### src/include/sync_serial_consts.vh
// constants for the synchronous serial receiver and transmitter
`ifndef SYNC_SERIAL_CONSTS_VH
`define SYNC_SERIAL_CONSTS_VH
`define SSRT_CHAR_W      8
`define SSRT_CNT_W       4
`define SSRT_LEN_BASE    4'h5
`define SSRT_IDLE_CHAR   8'h00
`define SSRT_RST_BYTE    8'h00
`endif

### src/rtl/sync_serial_rx_tx.v
// synchronous serial receiver and transmitter, character oriented
`include "sync_serial_consts.vh"
`default_nettype none
module sync_serial_rx_tx (
  input  wire       mclk_i,
  input  wire       rstn_i,
  input  wire       ce_i,
  input  wire [7:0] parallel_in_bus_i,
  input  wire       tx_sync_load_strobe_i,
  input  wire       tx_data_load_strobe_i,
  input  wire       rx_sync_load_strobe_i,
  input  wire       control_load_strobe_i,
  input  wire       length_sel_hi_i,
  input  wire       length_sel_lo_i,
  input  wire       parity_disable_i,
  input  wire       parity_sense_i,
  input  wire       tx_bit_clock_i,
  input  wire       rx_bit_clock_i,
  input  wire       serial_in_i,
  input  wire       receiver_clear_i,
  input  wire       rx_ready_clear_i,
  input  wire       rx_out_enable_i,
  output wire [7:0] rx_char_out_o,
  output wire [7:0] rx_char_out_oe_o,
  output wire       rx_char_ready_o,
  output wire       rx_overrun_flag_o,
  output wire       rx_parity_fault_o,
  output wire       rx_sync_match_o,
  output wire       serial_out_o,
  output wire       tx_buffer_free_o,
  output wire       tx_sync_sent_o
);
  localparam W = `SSRT_CHAR_W;
  localparam CW = `SSRT_CNT_W;
  // reset release
  reg rst_m_q;
  reg rst_n;
  always @(posedge mclk_i or negedge rstn_i) begin
    if (!rstn_i) begin
      rst_m_q <= 1'b0;
      rst_n   <= 1'b0;
    end else begin
      rst_m_q <= 1'b1;
      rst_n   <= rst_m_q;
    end
  end
  // pin synchronisers, one per asynchronous input
  localparam NS = 20;
  wire [NS-1:0] s_in;
  wire [NS-1:0] s_lvl;
  wire [NS-1:0] s_rise;
  wire [NS-1:0] s_fall;
  assign s_in = {parallel_in_bus_i, tx_sync_load_strobe_i, tx_data_load_strobe_i,
                 rx_sync_load_strobe_i, control_load_strobe_i, length_sel_hi_i,
                 length_sel_lo_i, parity_disable_i, parity_sense_i, tx_bit_clock_i,
                 rx_bit_clock_i, serial_in_i, receiver_clear_i};
  genvar g;
  generate
    for (g = 0; g < NS - 1; g = g + 1) begin : g_sync
      edge_sync u_sync (
        .mclk_i  (mclk_i),
        .rst_n_i (rst_n),
        .ce_i    (ce_i),
        .async_i (s_in[g]),
        .level_o (s_lvl[g]),
        .rise_o  (s_rise[g]),
        .fall_o  (s_fall[g])
      );
    end
  endgenerate
  // last bus bit, then ready clear and read enable also synchronised
  edge_sync u_sync_last (
    .mclk_i  (mclk_i),
    .rst_n_i (rst_n),
    .ce_i    (ce_i),
    .async_i (s_in[NS-1]),
    .level_o (s_lvl[NS-1]),
    .rise_o  (s_rise[NS-1]),
    .fall_o  (s_fall[NS-1])
  );
  wire rdc_lvl;
  wire oe_lvl;
  edge_sync u_sync_rdc (
    .mclk_i  (mclk_i),
    .rst_n_i (rst_n),
    .ce_i    (ce_i),
    .async_i (rx_ready_clear_i),
    .level_o (rdc_lvl),
    .rise_o  (),
    .fall_o  ()
  );
  edge_sync u_sync_oe (
    .mclk_i  (mclk_i),
    .rst_n_i (rst_n),
    .ce_i    (ce_i),
    .async_i (rx_out_enable_i),
    .level_o (oe_lvl),
    .rise_o  (),
    .fall_o  ()
  );
  wire [7:0] bus     = s_lvl[19:12];
  wire       txs_ld  = s_lvl[11];
  wire       txd_ld  = s_lvl[10];
  wire       rxs_ld  = s_lvl[9];
  wire       cstb    = s_lvl[8];
  wire       tclk_up = s_rise[3];
  wire       rclk_dn = s_fall[2];
  wire       sin     = s_lvl[1];
  wire       rclr    = s_lvl[0];
  wire       rclr_dn = s_fall[0];
  // control and character registers
  reg [1:0]   len_q;
  reg         npar_q;
  reg         even_q;
  reg [W-1:0] tx_sync_q;
  reg [W-1:0] tx_data_q;
  reg [W-1:0] rx_sync_q;
  reg         data_pend_q;
  always @(posedge mclk_i or negedge rst_n) begin
    if (!rst_n) begin
      len_q     <= 2'h3;
      npar_q    <= 1'b1;
      even_q    <= 1'b0;
      tx_sync_q <= `SSRT_RST_BYTE;
      tx_data_q <= `SSRT_RST_BYTE;
      rx_sync_q <= `SSRT_RST_BYTE;
    end else if (ce_i) begin
      if (cstb) begin
        len_q  <= {s_lvl[7], s_lvl[6]};
        npar_q <= s_lvl[5];
        even_q <= s_lvl[4];
      end
      if (txs_ld)
        tx_sync_q <= bus;
      if (txd_ld)
        tx_data_q <= bus;
      if (rxs_ld)
        rx_sync_q <= bus;
    end
  end
  wire [CW-1:0] nbits = `SSRT_LEN_BASE + {2'h0, len_q};
  wire [CW-1:0] fbits = nbits + {3'h0, ~npar_q};
  // length mask
  reg [W-1:0] lmask;
  integer k;
  always @* begin
    lmask = 8'h00;
    for (k = 0; k < W; k = k + 1)
      if (k < nbits)
        lmask[k] = 1'b1;
  end
  // transmitter
  reg [W:0]    tx_sh_q;
  reg [CW-1:0] tx_cnt_q;
  reg          tx_out_q;
  reg          sync_sent_q;
  reg          tx_par_q;
  wire [W-1:0] tx_next = data_pend_q ? tx_data_q : tx_sync_q;
  wire         tx_par  = ^(tx_next & lmask) ^ ~even_q;
  always @(posedge mclk_i or negedge rst_n) begin
    if (!rst_n) begin
      tx_sh_q     <= 9'h000;
      tx_cnt_q    <= 4'h0;
      tx_out_q    <= 1'b1;
      sync_sent_q <= 1'b0;
      data_pend_q <= 1'b0;
    end else if (ce_i) begin
      if (tclk_up) begin
        if (tx_cnt_q == 4'h0) begin
          tx_out_q    <= tx_next[0];
          tx_sh_q     <= {1'b0, tx_par, tx_next[W-1:1]};
          tx_cnt_q    <= fbits - 4'h1;
          sync_sent_q <= ~data_pend_q;
          data_pend_q <= txd_ld;
        end else begin
          // parity bit follows the last data bit
          if (tx_cnt_q == fbits - nbits && !npar_q)
            tx_out_q <= tx_par_q;
          else
            tx_out_q <= tx_sh_q[0];
          tx_sh_q  <= {1'b0, tx_sh_q[W:1]};
          tx_cnt_q <= tx_cnt_q - 4'h1;
          if (txd_ld)
            data_pend_q <= 1'b1;
        end
      end else if (txd_ld) begin
        data_pend_q <= 1'b1;
      end
    end
  end
  always @(posedge mclk_i or negedge rst_n) begin
    if (!rst_n)
      tx_par_q <= 1'b0;
    else if (ce_i && tclk_up && tx_cnt_q == 4'h0)
      tx_par_q <= tx_par;
  end
  assign serial_out_o     = tx_out_q;
  assign tx_buffer_free_o = ~data_pend_q;
  assign tx_sync_sent_o   = sync_sent_q;
  // receiver
  reg [W:0]    rx_sh_q;
  reg [CW-1:0] rx_cnt_q;
  reg          rx_char_q;
  reg [W-1:0]  rx_buf_q;
  reg          ready_q;
  reg          ovr_q;
  reg          pfault_q;
  reg          match_q;
  // window: last fbits bits, first bit at lsb
  reg [W:0] rx_new;
  always @* begin
    rx_new = {sin, rx_sh_q[W:1]};
    rx_new = rx_new >> (4'h9 - fbits);
  end
  wire [W-1:0] rx_data = rx_new[W-1:0] & lmask;
  wire         rx_pbit = rx_new[nbits[3:0]];
  wire         rx_sync_hit = rx_data == (rx_sync_q & lmask);
  wire         rx_bad  = ~npar_q & (rx_pbit ^ ^rx_data ^ ~even_q);
  wire         rx_last = rx_char_q ? (rx_cnt_q == fbits - 4'h1) : rx_sync_hit;
  always @(posedge mclk_i or negedge rst_n) begin
    if (!rst_n) begin
      rx_sh_q   <= 9'h000;
      rx_cnt_q  <= 4'h0;
      rx_char_q <= 1'b0;
      rx_buf_q  <= `SSRT_RST_BYTE;
      ready_q   <= 1'b0;
      ovr_q     <= 1'b0;
      pfault_q  <= 1'b0;
      match_q   <= 1'b0;
    end else if (ce_i) begin
      if (rclr) begin
        ready_q   <= 1'b0;
        ovr_q     <= 1'b0;
        pfault_q  <= 1'b0;
        match_q   <= 1'b0;
        rx_char_q <= 1'b0;
        rx_cnt_q  <= 4'h0;
      end else if (rclk_dn) begin
        rx_sh_q <= {sin, rx_sh_q[W:1]};
        if (rx_last) begin
          rx_buf_q  <= rx_data;
          rx_char_q <= 1'b1;
          rx_cnt_q  <= 4'h0;
          ready_q   <= 1'b1;
          ovr_q     <= ready_q & ~rdc_lvl;
          pfault_q  <= rx_bad;
          match_q   <= rx_sync_hit;
        end else begin
          rx_cnt_q <= rx_char_q ? rx_cnt_q + 4'h1 : 4'h0;
          if (rdc_lvl)
            ready_q <= 1'b0;
        end
      end else if (rdc_lvl) begin
        ready_q <= 1'b0;
      end
      if (rclr_dn)
        rx_char_q <= 1'b0;
    end
  end
  assign rx_char_out_o     = rx_buf_q;
  assign rx_char_out_oe_o  = {W{oe_lvl}};
  assign rx_char_ready_o   = ready_q;
  assign rx_overrun_flag_o = ovr_q;
  assign rx_parity_fault_o = pfault_q & ~npar_q;
  assign rx_sync_match_o   = match_q;
endmodule // sync_serial_rx_tx
`default_nettype wire

### src/rtl/edge_sync.v
// two-flop synchroniser with rise and fall detection
`default_nettype none
module edge_sync (
  input  wire mclk_i,
  input  wire rst_n_i,
  input  wire ce_i,
  input  wire async_i,
  output wire level_o,
  output wire rise_o,
  output wire fall_o
);
  reg meta_q;
  reg sync_q;
  reg prev_q;
  always @(posedge mclk_i or negedge rst_n_i) begin
    if (!rst_n_i) begin
      meta_q <= 1'b0;
      sync_q <= 1'b0;
      prev_q <= 1'b0;
    end else if (ce_i) begin
      meta_q <= async_i;
      sync_q <= meta_q;
      prev_q <= sync_q;
    end
  end
  assign level_o = sync_q;
  assign rise_o  = ce_i & sync_q & ~prev_q;
  assign fall_o  = ce_i & ~sync_q & prev_q;
endmodule // edge_sync
`default_nettype wire

### config.mk
export PLATFORM = sky130hd
export DESIGN_NAME = sync_serial_rx_tx
export DESIGN_NICKNAME = d
export VERILOG_FILES = /design/src/rtl/sync_serial_rx_tx.v /design/src/rtl/edge_sync.v
export VERILOG_INCLUDE_DIRS = /design/src /design/src/include
export SDC_FILE = /design/constraint.sdc
export NUM_CORES = 1
export LEC_CHECK = 0
export BUFFER_PORTS_ARGS = -buffer_cell sky130_fd_sc_hd__buf_4
export CORE_ASPECT_RATIO = 1.25
export CORE_UTILIZATION = 55
export DETAILED_ROUTE_END_ITERATION = 6
export PLACE_DENSITY = 0.85
export SLEW_MARGIN = 10
export SYNTH_ARGS = -nofsm -noshare
export SYNTH_HDL_FRONTEND = slang
export SYNTH_SLANG_ARGS = --single-unit
### constraint.sdc
create_clock -name mclk_i -period 4.4 [get_ports mclk_i]
set_clock_uncertainty 0.1 [all_clocks]
set_input_delay 0.66 -clock mclk_i [delete_from_list [all_inputs] [get_ports mclk_i]]
set_output_delay 0.66 -clock mclk_i [all_outputs]
set_load 0.05 [all_outputs]
==> impl_results.html <==
<table>
<tr><th>Metric</th><th>Value</th></tr>
<tr><th colspan="2">Place</th></tr>
<tr><td>HPWL Detailed</td><td>roughly 9.4 mm</td></tr>
<tr><td>Final weighted congestion of routability-driven global placement</td><td>between 0.9 and 1</td></tr>
<tr><td>Input/output buffers</td><td>47</td></tr>
<tr><td>Area after detailed placement</td><td>about 6500 sq um</td></tr>
<tr><th colspan="2">Drt</th></tr>
<tr><td>Final routed wirelength across all metal layers</td><td>between 10 and 15 mm</td></tr>
<tr><td>Antenna viol nets, final</td><td>0</td></tr>
<tr><td>Post-route DRC</td><td>0</td></tr>
<tr><td>Routed length per placed instance</td><td>~20 um</td></tr>
<tr><td>Total iterations of the first detailed-routing run</td><td>5</td></tr>
<tr><td>Initial detailed-routing violation count</td><td>about 260</td></tr>
<tr><td>Vias per inst</td><td>about 6</td></tr>
<tr><td>Vias after detailed routing</td><td>between 4000 and 5000</td></tr>
<tr><th colspan="2">Critical path</th></tr>
<tr><td>Worst R2R Path Depth</td><td>12</td></tr>
<tr><td>Type of the worst setup path</td><td>register to register</td></tr>
<tr><td>Reg-to-reg slack, setup</td><td>approximately 230 ps</td></tr>
<tr><td>Crit path DAT</td><td>~4400 ps</td></tr>
<tr><td>Startpoint of the most critical register-to-register path</td><td>len_q[0]</td></tr>
<tr><td>Setup crit end kind</td><td>register</td></tr>
<tr><td>Endpoint of the worst register-to-register path</td><td>rx_overrun_flag_o</td></tr>
<tr><td>Worst EP required</td><td>between 4000 and 5000 ps</td></tr>
<tr><td>Element type at the critical path start</td><td>register</td></tr>
<tr><td>Crit path launch</td><td>len_q[0]</td></tr>
<tr><td>Capture point of the worst path</td><td>rx_overrun_flag_o</td></tr>
<tr><td>Worst-path fanout max</td><td>15</td></tr>
<tr><th colspan="2">Final layout</th></tr>
<tr><td>Area used by sequential logic in the layout</td><td>about 3000 sq um</td></tr>
<tr><td>Number of fill cells in the layout</td><td>between 700 and 800</td></tr>
<tr><td>Area of combinational cells with multiple inputs</td><td>2950 sq um</td></tr>
<tr><td>Share of layout cells above drive strength 1</td><td>a little over a third</td></tr>
<tr><td>Net count, final</td><td>600</td></tr>
<tr><td>Post-route design area</td><td>7210 sq um</td></tr>
<tr><td>Diodes inserted</td><td>0</td></tr>
<tr><td>Area delta synth-&gt;final</td><td>18.7%</td></tr>
<tr><th colspan="2">Job</th></tr>
<tr><td>Number of violations of the max-capacitance limit</td><td>0</td></tr>
<tr><th colspan="2">Min path</th></tr>
<tr><td>Class of the worst hold path</td><td>register to register</td></tr>
<tr><td>Hold wc startpoint</td><td>rst_m_q</td></tr>
<tr><th colspan="2">Floorplanning</th></tr>
<tr><td>CORE AREA</td><td>10700 sq um</td></tr>
<tr><td>Cell Rows</td><td>42</td></tr>
<tr><td>Die ar.</td><td>11500 sq um</td></tr>
<tr><td>DIE WIDTH</td><td>between 90 and 100 um</td></tr>
<tr><td>Count of boundary I/O pins</td><td>between 40 and 50</td></tr>
<tr><td>Initial core utilization</td><td>a little under three fifths</td></tr>
<tr><td>Floorplan die height</td><td>between 100 and 150 um</td></tr>
<tr><th colspan="2">Yosys</th></tr>
<tr><td>Most common cell in the netlist</td><td>sky130_fd_sc_hd__dfrtp_1</td></tr>
<tr><td>Yosys Warn Count</td><td>0</td></tr>
<tr><td>Number of synthesized flops with an enable pin</td><td>0</td></tr>
<tr><td>Synthesis-stage register bit count</td><td>~120</td></tr>
<tr><td>Number of nets in the synthesized netlist</td><td>approximately 550</td></tr>
<tr><td>Mapped Avg Cell Area</td><td>roughly 12 sq um</td></tr>
<tr><td>Cells after Synth</td><td>about 510</td></tr>
<tr><td>Sequential cell area fraction in the yosys report</td><td>48.7%</td></tr>
<tr><td>Share of the synthesized area in the top cell type</td><td>between 40% and 50%</td></tr>
<tr><td>Count of cell types in the netlist</td><td>64</td></tr>
<tr><td>Biggest area contributors in the synthesized netlist</td><td>sky130_fd_sc_hd__dfrtp_1, sky130_fd_sc_hd__mux2_2, sky130_fd_sc_hd__mux2i_1</td></tr>
<tr><td>Cell type with the largest total area after synthesis</td><td>sky130_fd_sc_hd__dfrtp_1</td></tr>
<tr><td>Fraction of registers with async set or reset after synthesis</td><td>100%</td></tr>
<tr><td>Most used DFF post-synth</td><td>sky130_fd_sc_hd__dfrtp_1</td></tr>
<tr><td>List of most frequent post-synthesis cells</td><td>sky130_fd_sc_hd__dfrtp_1, sky130_fd_sc_hd__mux2_2, sky130_fd_sc_hd__nand2_1</td></tr>
<tr><td>Mapped cell area</td><td>6070 sq um</td></tr>
<tr><th colspan="2">Global route</th></tr>
<tr><td>Global-route usage over all layers</td><td>roughly 28%</td></tr>
<tr><td>Antenna violations before repair</td><td>0</td></tr>
<tr><td>Grt total ovfl</td><td>0</td></tr>
<tr><td>Maximum number of pins on one net before global-route repair</td><td>84</td></tr>
<tr><td>Vias in the first global route</td><td>around 4400</td></tr>
<tr><td>Global-route wire length before repair</td><td>around 24 mm</td></tr>
<tr><th colspan="2">STA</th></tr>
<tr><td>Clock period minus final worst setup slack</td><td>roughly 4200 ps</td></tr>
<tr><td>RSZ-0062 raised after global routing</td><td>no</td></tr>
<tr><td>Highest clock rate</td><td>approximately 240 MHz</td></tr>
<tr><td>Crit share post-route</td><td>between 90 and 100%</td></tr>
<tr><td>Final setup TNS</td><td>0 ps</td></tr>
<tr><td>Endpoints failing hold</td><td>0</td></tr>
<tr><td>Max-slew headroom at the worst pin</td><td>29.1%</td></tr>
<tr><td>Total count of max-transition violations in the final report</td><td>0</td></tr>
<tr><td># setup viols final</td><td>0</td></tr>
<tr><td>Actual slew at the worst max-slew pin</td><td>about 1100 ps</td></tr>
<tr><th colspan="2">Clock tree</th></tr>
<tr><td>Maximum root-to-sink buffer count</td><td>2</td></tr>
<tr><td>Clock tree from TritonCTS</td><td>built</td></tr>
<tr><td>Total clock buffers created by CTS</td><td>17</td></tr>
<tr><td>TritonCTS sink count</td><td>about 120</td></tr>
<tr><td>Clock slew seen by the registers of the worst setup and hold paths</td><td>60 ps</td></tr>
<tr><td>Root buf cell</td><td>sky130_fd_sc_hd__clkbuf_16</td></tr>
<tr><td>Insertion delay to the later sink of the worst-skew pair</td><td>around 420 ps</td></tr>
<tr><td>H-tree Lvls</td><td>4</td></tr>
<tr><th colspan="2">Power</th></tr>
<tr><td>Power density over the cells</td><td>around 750 nW/um^2</td></tr>
<tr><td>Clock Power Share</td><td>between 20% and 30%</td></tr>
<tr><td>Register share of total power</td><td>between 20 and 30%</td></tr>
<tr><td>Tot Pwr</td><td>~5.4 mW</td></tr>
<tr><td>Maximum VDD drop</td><td>roughly 0.4 mV</td></tr>
<tr><td>Leakage Power</td><td>3.25 nW</td></tr>
<tr><td>Net Switching</td><td>about 2.1 mW</td></tr>
<tr><td>Logic gate share of total power</td><td>between 40% and 50%</td></tr>
<tr><td>Sw Share</td><td>38.8%</td></tr>
<tr><td>Internal power contribution</td><td>between 3 and 4 mW</td></tr>
<tr><th colspan="2">Outcome</th></tr>
<tr><td>Outcome</td><td>finished, final reports clean</td></tr>
</table>
==> cells in the final DEF (no fill, tap or decap), drive strengths merged, types with 8 or more instances in the layout <==
cell type and n:
ha 8, inv 20, mux2 94, a21oi 12
nand3 8, mux2i 20, o21ai 35, dfrtp 114
xor2 9, nand2 41, xnor2 20, nor2 15
buf 62, clkbuf 19
==> layer usage <==
metal  part of all wire, %  global-route usage, %
met5                     0                      0
met3                   3.4                   5.13
met1                    41                   35.6
met2                    53                   46.1
met4                   3.2                   12.3
==> cell families after synthesis <==
logic type	share of synthesized area (%)
and+or+nand+nor	8.51
muxes	21.9
other	0.0617
buffers and inverters	3.69
adders and majority gates	1.98
AOI/OAI and AO/OA	10.3
DFF	48.7
xor gates and xnor gates	4.92
==> flip-flops by register name, indices dropped and copies added, names as in the netlist, 2 cells and up <==
signal	count
g_sync.u_sync.level_o	19
g_sync.u_sync.meta_q	19
g_sync.u_sync.prev_q	3
len_q	2
rx_char_out_o	8
rx_cnt_q	4
rx_sh_q	8
rx_sync_q	8
tx_cnt_q	4
tx_data_q	8
tx_sh_q	8
tx_sync_q	8
==> stage by stage <==
stage                     hold WS, ps  worst slack [ps]  std cells  utilization, %
after floorplan                   231               395        513               -
after CTS                         256              54.6        708            66.9
final                             290               233        711            67.6
after detailed placement          241               117        675            61.2
after global placement            239               248        675            61.2
after global routing              306              6.74        711            67.6
==> power by group through the flow <==
stage | clock network (mW) | logic (mW) | registers, mW
final | 1.38 | 2.45 | 1.59
after detailed placement | 0 | 2.31 | 1.60
after floorplan | 0 | 1.77 | 1.57
after global routing | 1.45 | 2.64 | 1.63
after global placement | 0 | 2.28 | 1.58
after CTS | 1.40 | 2.36 | 1.59
==> critical path: stages, from the launching register on <==
cell	delay (ps)
sky130_fd_sc_hd__dfstp_2	520
sky130_fd_sc_hd__inv_1	120
sky130_fd_sc_hd__ha_1	280
sky130_fd_sc_hd__inv_1	80
sky130_fd_sc_hd__fa_2	510
sky130_fd_sc_hd__buf_4	240
sky130_fd_sc_hd__and2b_1	230
sky130_fd_sc_hd__or4_1	490
sky130_fd_sc_hd__a21boi_0	250
sky130_fd_sc_hd__o221ai_1	360
sky130_fd_sc_hd__nor2b_1	290
sky130_fd_sc_hd__a21oi_4	210
sky130_fd_sc_hd__mux2_2	370
==> worst min path at each step <==
| stage | endpoint | cells after the start |
|---|---|---|
| finish | rst_n | 0 |
| global route | rst_n | 0 |
| detailed placement | rst_n | 0 |
| global placement | rst_n | 0 |
| CTS | rst_n | 0 |
| floorplan | rst_n | 0 |
==> cell type report <==
type	count	area share, %
clock inverter	13	2.00
clock buffer	19	6.28
tap	132	2.29
timing repair buffer	63	6.60
multi-input combinational	350	40.9
sequential	118	41.1
inverter	16	0.833
==> what timing repair did <==
action,4_1_cts,5_1_grt
resized for setup,0,7
endpoints found under the setup margin,0,10
endpoints found under the hold margin,2,0
buffers inserted,0,2
hold buffers,1,0
No activity file was read; power rests on OpenSTA's default activity.
